`src/design/idc_pkg.sv`:
```
// Purpose: shared constants and types for the input ddr capture register
// Assumes: one 50 MHz system clock, word access over ahb-lite
// Notes:   offsets are byte addresses on the register bus
package idc_pkg;

    // bus shape
    localparam int unsigned BUS_W      = 32;
    localparam int unsigned OFF_W      = 8;
    localparam logic [2:0]  HSIZE_WORD = 3'h2;

    // register offsets
    localparam logic [OFF_W-1:0] CTRL_OFF = 8'h00;
    localparam logic [OFF_W-1:0] STAT_OFF = 8'h04;
    localparam logic [OFF_W-1:0] SDR_OFF  = 8'h08;

    // control register fields
    localparam int unsigned CTRL_W       = 8;
    localparam int unsigned MODE_LSB     = 0;
    localparam int unsigned CLK_INV_BIT  = 2;
    localparam int unsigned CLKN_INV_BIT = 3;
    localparam int unsigned DIN_INV_BIT  = 4;
    localparam int unsigned RUN_BIT      = 5;
    localparam int unsigned HOLD_BIT     = 6;
    localparam int unsigned TIME_BIT     = 7;
    localparam logic [CTRL_W-1:0] CTRL_RST = 8'h00;

    // single-rate flip-flop control fields
    localparam int unsigned SDR_W      = 4;
    localparam int unsigned KIND_LSB   = 0;
    localparam int unsigned SDR_CE_BIT = 2;
    localparam int unsigned SDR_SR_BIT = 3;
    localparam logic [SDR_W-1:0] SDR_RST = 4'h0;

    // status register fields
    localparam int unsigned STAT_W        = 8;
    localparam int unsigned ST_RISE_BIT   = 0;
    localparam int unsigned ST_FALL_BIT   = 1;
    localparam int unsigned ST_DONE_BIT   = 2;
    localparam int unsigned ST_BUSY_BIT   = 3;
    localparam int unsigned ST_DINERR_BIT = 4;
    localparam int unsigned ST_PAIROK_BIT = 5;
    localparam int unsigned ST_SDR_BIT    = 6;
    localparam int unsigned ST_CLK_BIT    = 7;

    // output alignment modes
    typedef enum logic [1:0] {
        split_edge_mode,
        same_edge_mode,
        rise_aligned_piped_mode
    } idc_mode_t;

    // single-rate flip-flop variants
    typedef enum logic [1:0] {
        ff_ce_async_clear,
        ff_ce_async_preset,
        ff_ce_sync_reset,
        ff_ce_sync_set
    } idc_ff_kind_t;

    // field to mode, the spare code falls back to the default mode
    function automatic idc_mode_t decode_mode(input logic [1:0] f);
        unique case (f)
            2'h1:    decode_mode = same_edge_mode;
            2'h2:    decode_mode = rise_aligned_piped_mode;
            default: decode_mode = split_edge_mode;
        endcase
    endfunction

endpackage

```
`src/design/idc_sdr_ff.sv`:
```
// Purpose: single-rate bit-slice flip-flop with selectable clear/set style
// Assumes: tick is the capture rising-edge enable of the parent
// Notes:   asynchronous styles act at the next system edge, ignoring tick
`timescale 1ns/1ps
`default_nettype none
module idc_sdr_ff (
    // clock and reset
    input  wire logic                  clk,
    input  wire logic                  nrst,
    // configuration
    input  wire idc_pkg::idc_ff_kind_t kind,
    input  wire logic                  ce,
    input  wire logic                  ctl,
    // data
    input  wire logic                  tick,
    input  wire logic                  d,
    output logic                       q
);
    import idc_pkg::*;

    logic next_q;

    // style decode
    wire is_async  = (kind == ff_ce_async_clear) || (kind == ff_ce_async_preset);
    wire force_val = (kind == ff_ce_async_preset) || (kind == ff_ce_sync_set);

    // clear/set beats enable; sync styles wait for the capture edge
    always_comb begin
        next_q = q;
        if (ctl && is_async) begin
            next_q = force_val;
        end else if (tick) begin
            if (ctl) begin
                next_q = force_val;
            end else if (ce) begin
                next_q = d;
            end
        end
    end

    always_ff @(posedge clk) begin
        if (!nrst) begin
            q <= 1'h0;
        end else begin
            q <= next_q;
        end
    end
endmodule // idc_sdr_ff
`default_nettype wire

```
`src/design/idc_capture_top.sv`:
```
// Purpose: input ddr capture register of one bit slice, with ahb-lite control
// Assumes: one 50 MHz clock; capture clock is sys_clk/2 made by a phase toggle
// Notes:   rise/fall samples are taken on alternate system edges of a capture period
//
// Added by the designer: the placing of the registers and the AHB-Lite register port.
`timescale 1ns/1ps
`default_nettype none
// Summary of operation
// - three output alignment modes are chosen by a static control field.
// - split-edge mode updates the rise output at the rising edge and the fall output at the falling edge.
// - same-edge mode changes both outputs on the rising edge, pairing the new rise sample with the previous fall.
// - pipelined mode presents both samples of one period together on the rising edge.
// - a single-rate flip-flop offers async clear, async preset, sync reset or sync set, with clock enable.
// - in time mode the slice is held for calibration until the delay controller reports ready.
// - reset clears the capture register at once and its release waits for a capture rising edge.
// - the alignment mode defaults to split-edge.
// - setting the clock inversion option makes the register use the inverted capture clock.
module idc_capture_top (
    // system
    input  wire logic                        sys_clk,
    input  wire logic                        nrst,
    // ahb-lite slave
    input  wire logic                        hsel,
    input  wire logic [idc_pkg::BUS_W-1:0]   haddr,
    input  wire logic [1:0]                  htrans,
    input  wire logic                        hwrite,
    input  wire logic [2:0]                  hsize,
    input  wire logic [idc_pkg::BUS_W-1:0]   hwdata,
    input  wire logic                        hready,
    output logic                             hreadyout,
    output logic [idc_pkg::BUS_W-1:0]        hrdata,
    output logic                             hresp,
    // pad and delay controller
    input  wire logic                        din,
    input  wire logic                        delay_ready,
    // capture clock pair
    output logic                             capture_clk,
    output logic                             capture_clk_n,
    // fabric side
    output logic                             rise_sample_out,
    output logic                             fall_sample_out,
    output logic                             sdr_sample_out,
    output logic                             cal_busy
);
    import idc_pkg::*;

    logic [CTRL_W-1:0] ctrl;
    logic [SDR_W-1:0]  sdr_ctrl;
    logic [OFF_W-1:0]  bus_addr;
    logic              wr_pend;
    logic              wr_word;
    logic              rd_pend;
    logic              cap_rst;
    logic              rise_hold;
    logic              fall_hold;
    logic              next_rise;
    logic              next_fall;
    logic [STAT_W-1:0] status;
    idc_mode_t         mode;

    // bus decode
    wire                ahb_sel  = hsel && hready && htrans[1];
    wire                ctrl_hit = (bus_addr == CTRL_OFF);
    wire                stat_hit = (bus_addr == STAT_OFF);
    wire                sdr_hit  = (bus_addr == SDR_OFF);
    wire [BUS_W-1:0]    rd_mux   = ctrl_hit ? {{(BUS_W-CTRL_W){1'b0}}, ctrl}
                                 : stat_hit ? {{(BUS_W-STAT_W){1'b0}}, status}
                                 : sdr_hit  ? {{(BUS_W-SDR_W){1'b0}}, sdr_ctrl}
                                 : 32'h0000_0000;

    // capture timing; inversion moves the used edge to the falling one
    assign mode        = decode_mode(ctrl[MODE_LSB +: 2]);
    wire   clk_inv     = ctrl[CLK_INV_BIT];
    wire   clkn_inv    = ctrl[CLKN_INV_BIT];
    wire   hold        = ctrl[HOLD_BIT];
    wire   run         = ctrl[RUN_BIT] && !cal_busy;
    wire   rise_tick   = run && (capture_clk == clk_inv);
    wire   fall_tick   = run && (capture_clk != clk_inv);
    wire   next_clk    = run ? !capture_clk : capture_clk;
    wire   clr_out     = hold || cap_rst || cal_busy;
    wire   din_inv_err = ctrl[DIN_INV_BIT];
    wire   pair_ok     = !clkn_inv;

    // status word; din inversion is never applied, only flagged
    always_comb begin
        status                = '0;
        status[ST_RISE_BIT]   = rise_sample_out;
        status[ST_FALL_BIT]   = fall_sample_out;
        status[ST_DONE_BIT]   = ctrl[TIME_BIT] && !cal_busy;
        status[ST_BUSY_BIT]   = cal_busy;
        status[ST_DINERR_BIT] = din_inv_err;
        status[ST_PAIROK_BIT] = pair_ok;
        status[ST_SDR_BIT]    = sdr_sample_out;
        status[ST_CLK_BIT]    = capture_clk;
    end

    // ahb-lite: writes zero-wait, reads take one wait state so a write just ahead is seen
    always_ff @(posedge sys_clk) begin
        if (!nrst) begin
            hreadyout <= 1'h1;
            hrdata    <= 32'h0000_0000;
            hresp     <= 1'h0;
            wr_pend   <= 1'h0;
            wr_word   <= 1'h0;
            rd_pend   <= 1'h0;
            bus_addr  <= 8'h00;
        end else begin
            hresp     <= 1'h0;
            wr_pend   <= ahb_sel && hwrite;
            wr_word   <= hsize == HSIZE_WORD;
            rd_pend   <= ahb_sel && !hwrite;
            hreadyout <= !(ahb_sel && !hwrite);
            if (ahb_sel) begin
                bus_addr <= haddr[OFF_W-1:0];
            end
            if (rd_pend) begin
                hrdata <= rd_mux;
            end
        end
    end

    // software registers; unmapped or narrow writes are dropped
    always_ff @(posedge sys_clk) begin
        if (!nrst) begin
            ctrl     <= CTRL_RST;
            sdr_ctrl <= SDR_RST;
        end else if (wr_pend && wr_word) begin
            if (ctrl_hit) begin
                ctrl <= hwdata[CTRL_W-1:0];
            end
            if (sdr_hit) begin
                sdr_ctrl <= hwdata[SDR_W-1:0];
            end
        end
    end

    // capture clock pair and calibration hold, all from flops
    always_ff @(posedge sys_clk) begin
        if (!nrst) begin
            capture_clk   <= 1'h0;
            capture_clk_n <= 1'h1;
            cal_busy      <= 1'h0;
        end else begin
            capture_clk   <= next_clk;
            capture_clk_n <= clkn_inv ? next_clk : !next_clk;
            cal_busy      <= ctrl[TIME_BIT] && !delay_ready;
        end
    end

    // hold clears at once, release only on a capture rising edge
    always_ff @(posedge sys_clk) begin
        if (!nrst) begin
            cap_rst <= 1'h1;
        end else if (hold) begin
            cap_rst <= 1'h1;
        end else if (rise_tick) begin
            cap_rst <= 1'h0;
        end
    end

    // per-edge sample stages feeding the same-edge modes
    always_ff @(posedge sys_clk) begin
        if (!nrst || clr_out) begin
            rise_hold <= 1'h0;
            fall_hold <= 1'h0;
        end else begin
            if (rise_tick) begin
                rise_hold <= din;
            end
            if (fall_tick) begin
                fall_hold <= din;
            end
        end
    end

    // output alignment per mode
    always_comb begin
        next_rise = rise_sample_out;
        next_fall = fall_sample_out;
        if (clr_out) begin
            next_rise = 1'h0;
            next_fall = 1'h0;
        end else begin
            unique case (mode)
                split_edge_mode: begin
                    if (rise_tick) begin
                        next_rise = din;
                    end
                    if (fall_tick) begin
                        next_fall = din;
                    end
                end
                same_edge_mode: begin
                    if (rise_tick) begin
                        next_rise = din;
                        next_fall = fall_hold;
                    end
                end
                rise_aligned_piped_mode: begin
                    if (rise_tick) begin
                        next_rise = rise_hold;
                        next_fall = fall_hold;
                    end
                end
            endcase
        end
    end

    always_ff @(posedge sys_clk) begin
        if (!nrst) begin
            rise_sample_out <= 1'h0;
            fall_sample_out <= 1'h0;
        end else begin
            rise_sample_out <= next_rise;
            fall_sample_out <= next_fall;
        end
    end

    // single-rate slice flip-flop, clocked by the same capture edge
    idc_sdr_ff u_sdr_ff (
        .clk  (sys_clk),
        .nrst (nrst),
        .kind (idc_ff_kind_t'(sdr_ctrl[KIND_LSB +: 2])),
        .ce   (sdr_ctrl[SDR_CE_BIT]),
        .ctl  (sdr_ctrl[SDR_SR_BIT]),
        .tick (rise_tick),
        .d    (din),
        .q    (sdr_sample_out)
    );
endmodule // idc_capture_top
`default_nettype wire

```
`config.mk`:
```
export PLATFORM = sky130hd
export DESIGN_NAME = idc_capture_top
export DESIGN_NICKNAME = d
export VERILOG_FILES = /design/src/design/idc_pkg.sv /design/src/design/idc_sdr_ff.sv /design/src/design/idc_capture_top.sv
export SDC_FILE = /design/constraint.sdc
export NUM_CORES = 1
export LEC_CHECK = 0
export BUFFER_PORTS_ARGS = -buffer_cell sky130_fd_sc_hd__buf_4
export CORE_ASPECT_RATIO = 0.6
export CORE_MARGIN = 5
export CORE_UTILIZATION = 23
export DETAILED_ROUTE_END_ITERATION = 8
export GPL_TIMING_DRIVEN = 1
export HOLD_SLACK_MARGIN = 0.05
export PLACE_DENSITY = 0.54
export SLEW_MARGIN = 5
export SYNTH_ARGS = -nofsm -noshare
export SYNTH_HDL_FRONTEND = slang
export SYNTH_HIERARCHICAL = 1
export SYNTH_SLANG_ARGS = --single-unit
```
`constraint.sdc`:
```
create_clock -name sys_clk -period 1.7 [get_ports sys_clk]
set_input_delay 0.255 -clock sys_clk [delete_from_list [all_inputs] [get_ports sys_clk]]
set_output_delay 0.255 -clock sys_clk [all_outputs]
set_load 0.02 [all_outputs]
```
After elaboration in Yosys (flattened, before gate mapping)

Index checks and enable logic that the tools add are counted.

Bits in registers: 65
Latch bits: 0
RAM bits: 0
Memory bits (read-only): 0
Bits of input ports: 76
Output and inout bits: 40
Word-level logic and storage cells: 87
Memories kept: 0

Add/subtract/negate cells: 0
Multiply operators: 0
Div/mod/pow operators: 0
Order comparisons: 0
Eq/ne operators: 15
Shifts and indexed selects: 0
Mux-type cells: 16
Bitwise gates (word level): 1
Reductions and logical operators: 38

Operator list:

| kind                                                  | number |
|---|---|
| two-way mux 8 bit                                     | 2 |
| logical AND 1 bit                                     | 11 |
| two-way mux 1 bit                                     | 10 |
| AND reduction 2 bit                                   | 5 |
| equality test 8 x 3 -> 1 bit, second input constant   | 1 |
| equality test 8 x 4 -> 1 bit, second input constant   | 1 |
| zero test 1 bit                                       | 8 |
| zero test 8 bit                                       | 1 |
| OR reduction 2 bit                                    | 4 |
| equality test 2 x 1 -> 1 bit, second input constant   | 3 |
| equality test 2 bit, second input constant            | 3 |
| logical OR 1 bit                                      | 5 |
| zero test 2 bit                                       | 2 |
| two-way mux 4 bit                                     | 1 |
| inequality test 2 x 1 -> 1 bit, second input constant | 2 |
| inequality test 2 bit, second input constant          | 2 |
| case mux 1 bit (2 select lines)                       | 2 |
| case mux 2 bit (2 select lines)                       | 1 |
| equality test 3 x 2 -> 1 bit, second input constant   | 1 |
| nonzero test 3 bit                                    | 1 |
| nonzero test 2 bit                                    | 1 |
| equality test 1 bit                                   | 1 |
| inequality test 1 bit                                 | 1 |
| inverter 1 bit                                        | 1 |

Logic depth before layout (Yosys ltp)

Depth in word-level cells: 6
Mapped depth: 7
Depth with buffers taken out: 6

Modules after synthesis

Netlist, hierarchy kept.

Modules (own cells, without submodules):

| module          | times used | cells an instance | area an instance (um^2) | seq. area each (um^2) |
|---|---|---|---|---|
| idc_capture_top | 1          | 213               | 1961.9                  | 800.8 |
| idc_sdr_ff      | 1          | 7                 | 60.1                    | 20.0 |

Worst setup path before layout

No wires, ideal clock.

Kind: register to register
From: register capture_clk
To: register u_sdr_ff.q
Arrival: 1.484 ns
Data required time: 1.630 ns
Setup slack: 0.146 ns
Stages on the path, launching flop included: 7
Path buffers: 0
Clock period less this slack: 1.554 ns
Cell sequence: dfxtp_1 xnor2_1 nand2_1 inv_1 nor2b_1 or3_1 a21boi_1

Cells in the longest elaborated chain, start to end: 4

Ends and longest elaborated chain:

| item                                 | line                   | text |
|---|---|---|
| start: declaration                   | idc_capture_top.sv:37  | `output logic capture_clk,` |
| start signal: assignment             | idc_capture_top.sv:144 | `capture_clk <= next_clk;` |
| equality test 1 bit                  | idc_capture_top.sv:77  | `wire rise_tick = run && (capture_clk == clk_inv);` |
| logical AND 1 bit                    | idc_capture_top.sv:77  |  |
| net rise_tick                        | idc_capture_top.sv:77  |  |
| nonzero test 2 bit (no source line)  | n/a                    |  |
| AND reduction 2 bit (no source line) | n/a                    |  |
| end signal: assignment               | idc_sdr_ff.sv:45       | `q <= next_q;` |
| end: declaration                     | idc_sdr_ff.sv:17       | `output logic q` |

The timed path passes the listed nets, and every way through them passes these cells.
A chain may end at the register's enable or synchronous reset.

Worst setup path in the final report

From: register ctrl[2]
To: register u_sdr_ff.q

Cells in the longest elaborated chain, start to end: 4

Ends and longest elaborated chain:

| item                                 | line                   | text |
|---|---|---|
| start: declaration                   | idc_capture_top.sv:47  | `logic [CTRL_W-1:0] ctrl;` |
| start signal: assignment             | idc_capture_top.sv:129 | `ctrl <= hwdata[CTRL_W-1:0];` |
| equality test 1 bit                  | idc_capture_top.sv:77  |  |
| logical AND 1 bit                    | idc_capture_top.sv:77  |  |
| net rise_tick                        | idc_capture_top.sv:77  |  |
| nonzero test 2 bit (no source line)  | n/a                    |  |
| AND reduction 2 bit (no source line) | n/a                    |  |

The timed path passes the listed nets, and every way through them passes these cells.

==> flow_summary.toml <==
[final_layout]
final_cell_mix = "47 x buf_4, 41 x dfxtp_1, 30 x nand2_1"
n_antenna_cell = 0
final_common_cell = "buf_4"
area_growth_pct = 26.1
drive_gt1_share_pct = 27.5
layout.nets = 341

[yosys]
yosysWarnings = 6
avgSynthCellArea_sq_um = 9.19
syn_inst = 220
yosys.cell_types.count = 37
ys_seq_area_share_pct = 40.6
syn_area_sq_mm = 0.00202
ys_ff_latch = 41

[placed_design]
hpwl_microns = 3880
port-buffer-count = 41
post-place-ws_ns = 0.0968
place_congestion = 0.787

[floorplanning]
die_h_microns = 82.6
ios = 116
start_util_pct = 23.6
die_area_sq_mm = 0.0108
rows = 26
fp.dieW_microns = 131
design.core.area_sq_mm = 0.00856

[clock_tree]
cts_buffers = 5
worstSkewPairLatency_ns = 0.28
cts_root_buf = "clkbuf_16"
cts_tree = "done"
path_clk_slew_ns = 0.06
clock_path_buffers = 2
cts.sinks = 41
htreeDepth = 2

[global_routing]
antenna_found_initial = 0
grt_pass1_vias = 1441
grt_pass1_wl_microns = 7550
overflow = 0
gr-usage-all-layers_pct = 9.28
grt_max_degree = 25

[drt]
drt_iter0_drc = 55
ant_nets = 0
drc_errors = 0
drt_wl_total_microns = 4860
wl_per_cell_microns = 12.9
drtPass1Iterations = 4
via_count = 1505
viasPerCell = 3.99

[critical_path]
worstSetupStartpointType = "register"
crit_arrival_ns = 1.72
reg2reg_depth = 6
end_kind = "register"
critical_path_class = "register to register"
crit_path_end = "u_sdr_ff/q"
r2r-start = "ctrl[2]"
r2r-end = "u_sdr_ff/q"
cp_max_fo = 5
rrSetupSlack_ns = 0.20
worstPathRequired_ns = 1.91
startpoint = "ctrl[2]"

[timing]
setup_violations = 0
slew_viol_final = 0
final-hold-violation-count = 0
setup-tns-final_ns = 0
period_minus_slack_ns = 1.50
fin_ws_ns = 0.199
max_freq_ghz = 0.666
grt_setup_unrepaired = "no"
fin_crit_sh_pct = 88.3
fin_skew_ns = 0.00723

[power_and_ir_drop]
irDropWorstVdd_mv = 0.352
p_leak_nw = 1.03
pwr_density_cell_mw_per_mm2 = 889

[hold_path]
min_path_type = "primary input to register"

[flow_run]
max_cap_viol_count = 0

[outcome]
status = "complete, no violations"
==> power by group <==
part	leakage (nW)	internal, mW	switching (mW)
Clock	0.0831	0.732	0.382
Sequential	0.331	0.969	0.00906
Combinational	0.612	0.0685	0.105
Total	1.03	1.77	0.496
==> routing by layer <==
metal  vias up  routed length (microns)  track usage (%)
met5         -                        0                0
li1        783                        -                -
met2        40                     1800             11.2
met3         7                      339             3.08
met1       675                     2670             14.7
met4         0                       55             2.77
==> worst min path at each step <==
stage | start | endpoint | slack (ns) | cells past startpoint
finish | hsize[0] | wr_word | 0.15 | 2
global route | hsize[2] | wr_word | 0.14 | 2
CTS | hsize[0] | wr_word | 0.13 | 2
detailed placement | cap_rst | cap_rst | 0.43 | 1
global placement | cap_rst | cap_rst | 0.42 | 1
floorplan | hsize[0] | wr_word | 0.33 | 1
==> state kept, by name, summed over array words and instances, names as in the netlist <==
signal,count
capture_clk,1
ctrl,8
rise_sample_out,1
hreadyout,1
fall_hold,1
fall_sample_out,1
wr_word,1
rise_hold,1
hrdata,8
cap_rst,1
sdr_ctrl,4
u_sdr_ff/q,1
wr_pend,1
rd_pend,1
capture_clk_n,1
bus_addr,8
cal_busy,1
==> timing repair <==
item	in CTS	in global routing
buffers inserted	0	0
gates resized for setup	0	1
hold buffers	0	0
setup endpoints to repair	0	1
==> critical path: stages (launching register included) <==
cell	delay, ns
dfxtp_1	0.42
xnor2_2	0.17
nand2_1	0.11
inv_1	0.15
a21oi_1	0.10
or3_1	0.35
a21boi_1	0.14
==> layout make-up <==
type | count | area, sq um
inverters | 4 | 15.0
clock inverters | 2 | 37.5
well taps | 112 | 140
clock buffers | 6 | 139
flip-flops and latches | 41 | 821
multi-input cells | 164 | 1020
repair buffers | 48 | 373
fillers | 917 | 6010
==> cells by family after synthesis <==
| group | after synthesis | share of synthesized area [%] |
|---|---|---|
| buf+inv | 39 | 13.6 |
| other cells | 1 | 0.185 |
| xor+xnor | 3 | 1.30 |
| mux | 13 | 6.56 |
| fa+ha+maj | 1 | 0.619 |
| flops | 41 | 40.6 |
| compound gates | 39 | 14.5 |
| simple gates | 83 | 22.6 |
==> cell usage after synthesis <==
cell,n,area [sq um]
ha_1,1,12.5
and2_2,1,7.51
inv_1,4,15.0
nand4_1,1,6.26
mux2_2,2,22.5
nor2b_1,9,56.3
buf_4,27,203
xnor2_1,3,26.3
and3_1,3,18.8
buf_6,1,11.3
buf_12,1,20.0
a21boi_1,1,7.51
a211oi_1,2,15.0
or3_1,2,12.5
buf_2,2,10.0
nand2_1,30,113
and3b_1,2,17.5
clkbuf_1,4,15.0
mux2i_1,11,110
nor2_1,3,11.3
nand3_1,15,75.1
o21ai_2,8,70.1
a21oi_1,3,15.0
and4b_1,1,10.0
o21ai_0,3,15.0
nand3_2,2,20.0
conb_1,1,3.75
a311oi_1,1,8.76
nor4_4,1,21.3
nor4bb_1,1,10.0
and3b_2,1,10.0
dfxtp_1,41,821
a21boi_0,16,120
or2_2,1,6.26
a21o_1,1,7.51
nand2b_1,10,62.6
o2bb2ai_1,4,35.0
==> metrics by stage <==
step	total power, mW	hold slack [ns]	std cells	cell area, sq um	util [%]
after floorplan	1.15	0.331	244	2110	-
after global placement	1.17	0.425	369	2370	27.7
after detailed placement	1.17	0.432	369	2370	27.7
after CTS	2.30	0.135	377	2540	29.7
after global routing	2.35	0.143	377	2550	29.8
final	2.27	0.146	377	2550	29.8
Note: power is estimated with default switching activity, not from simulation.
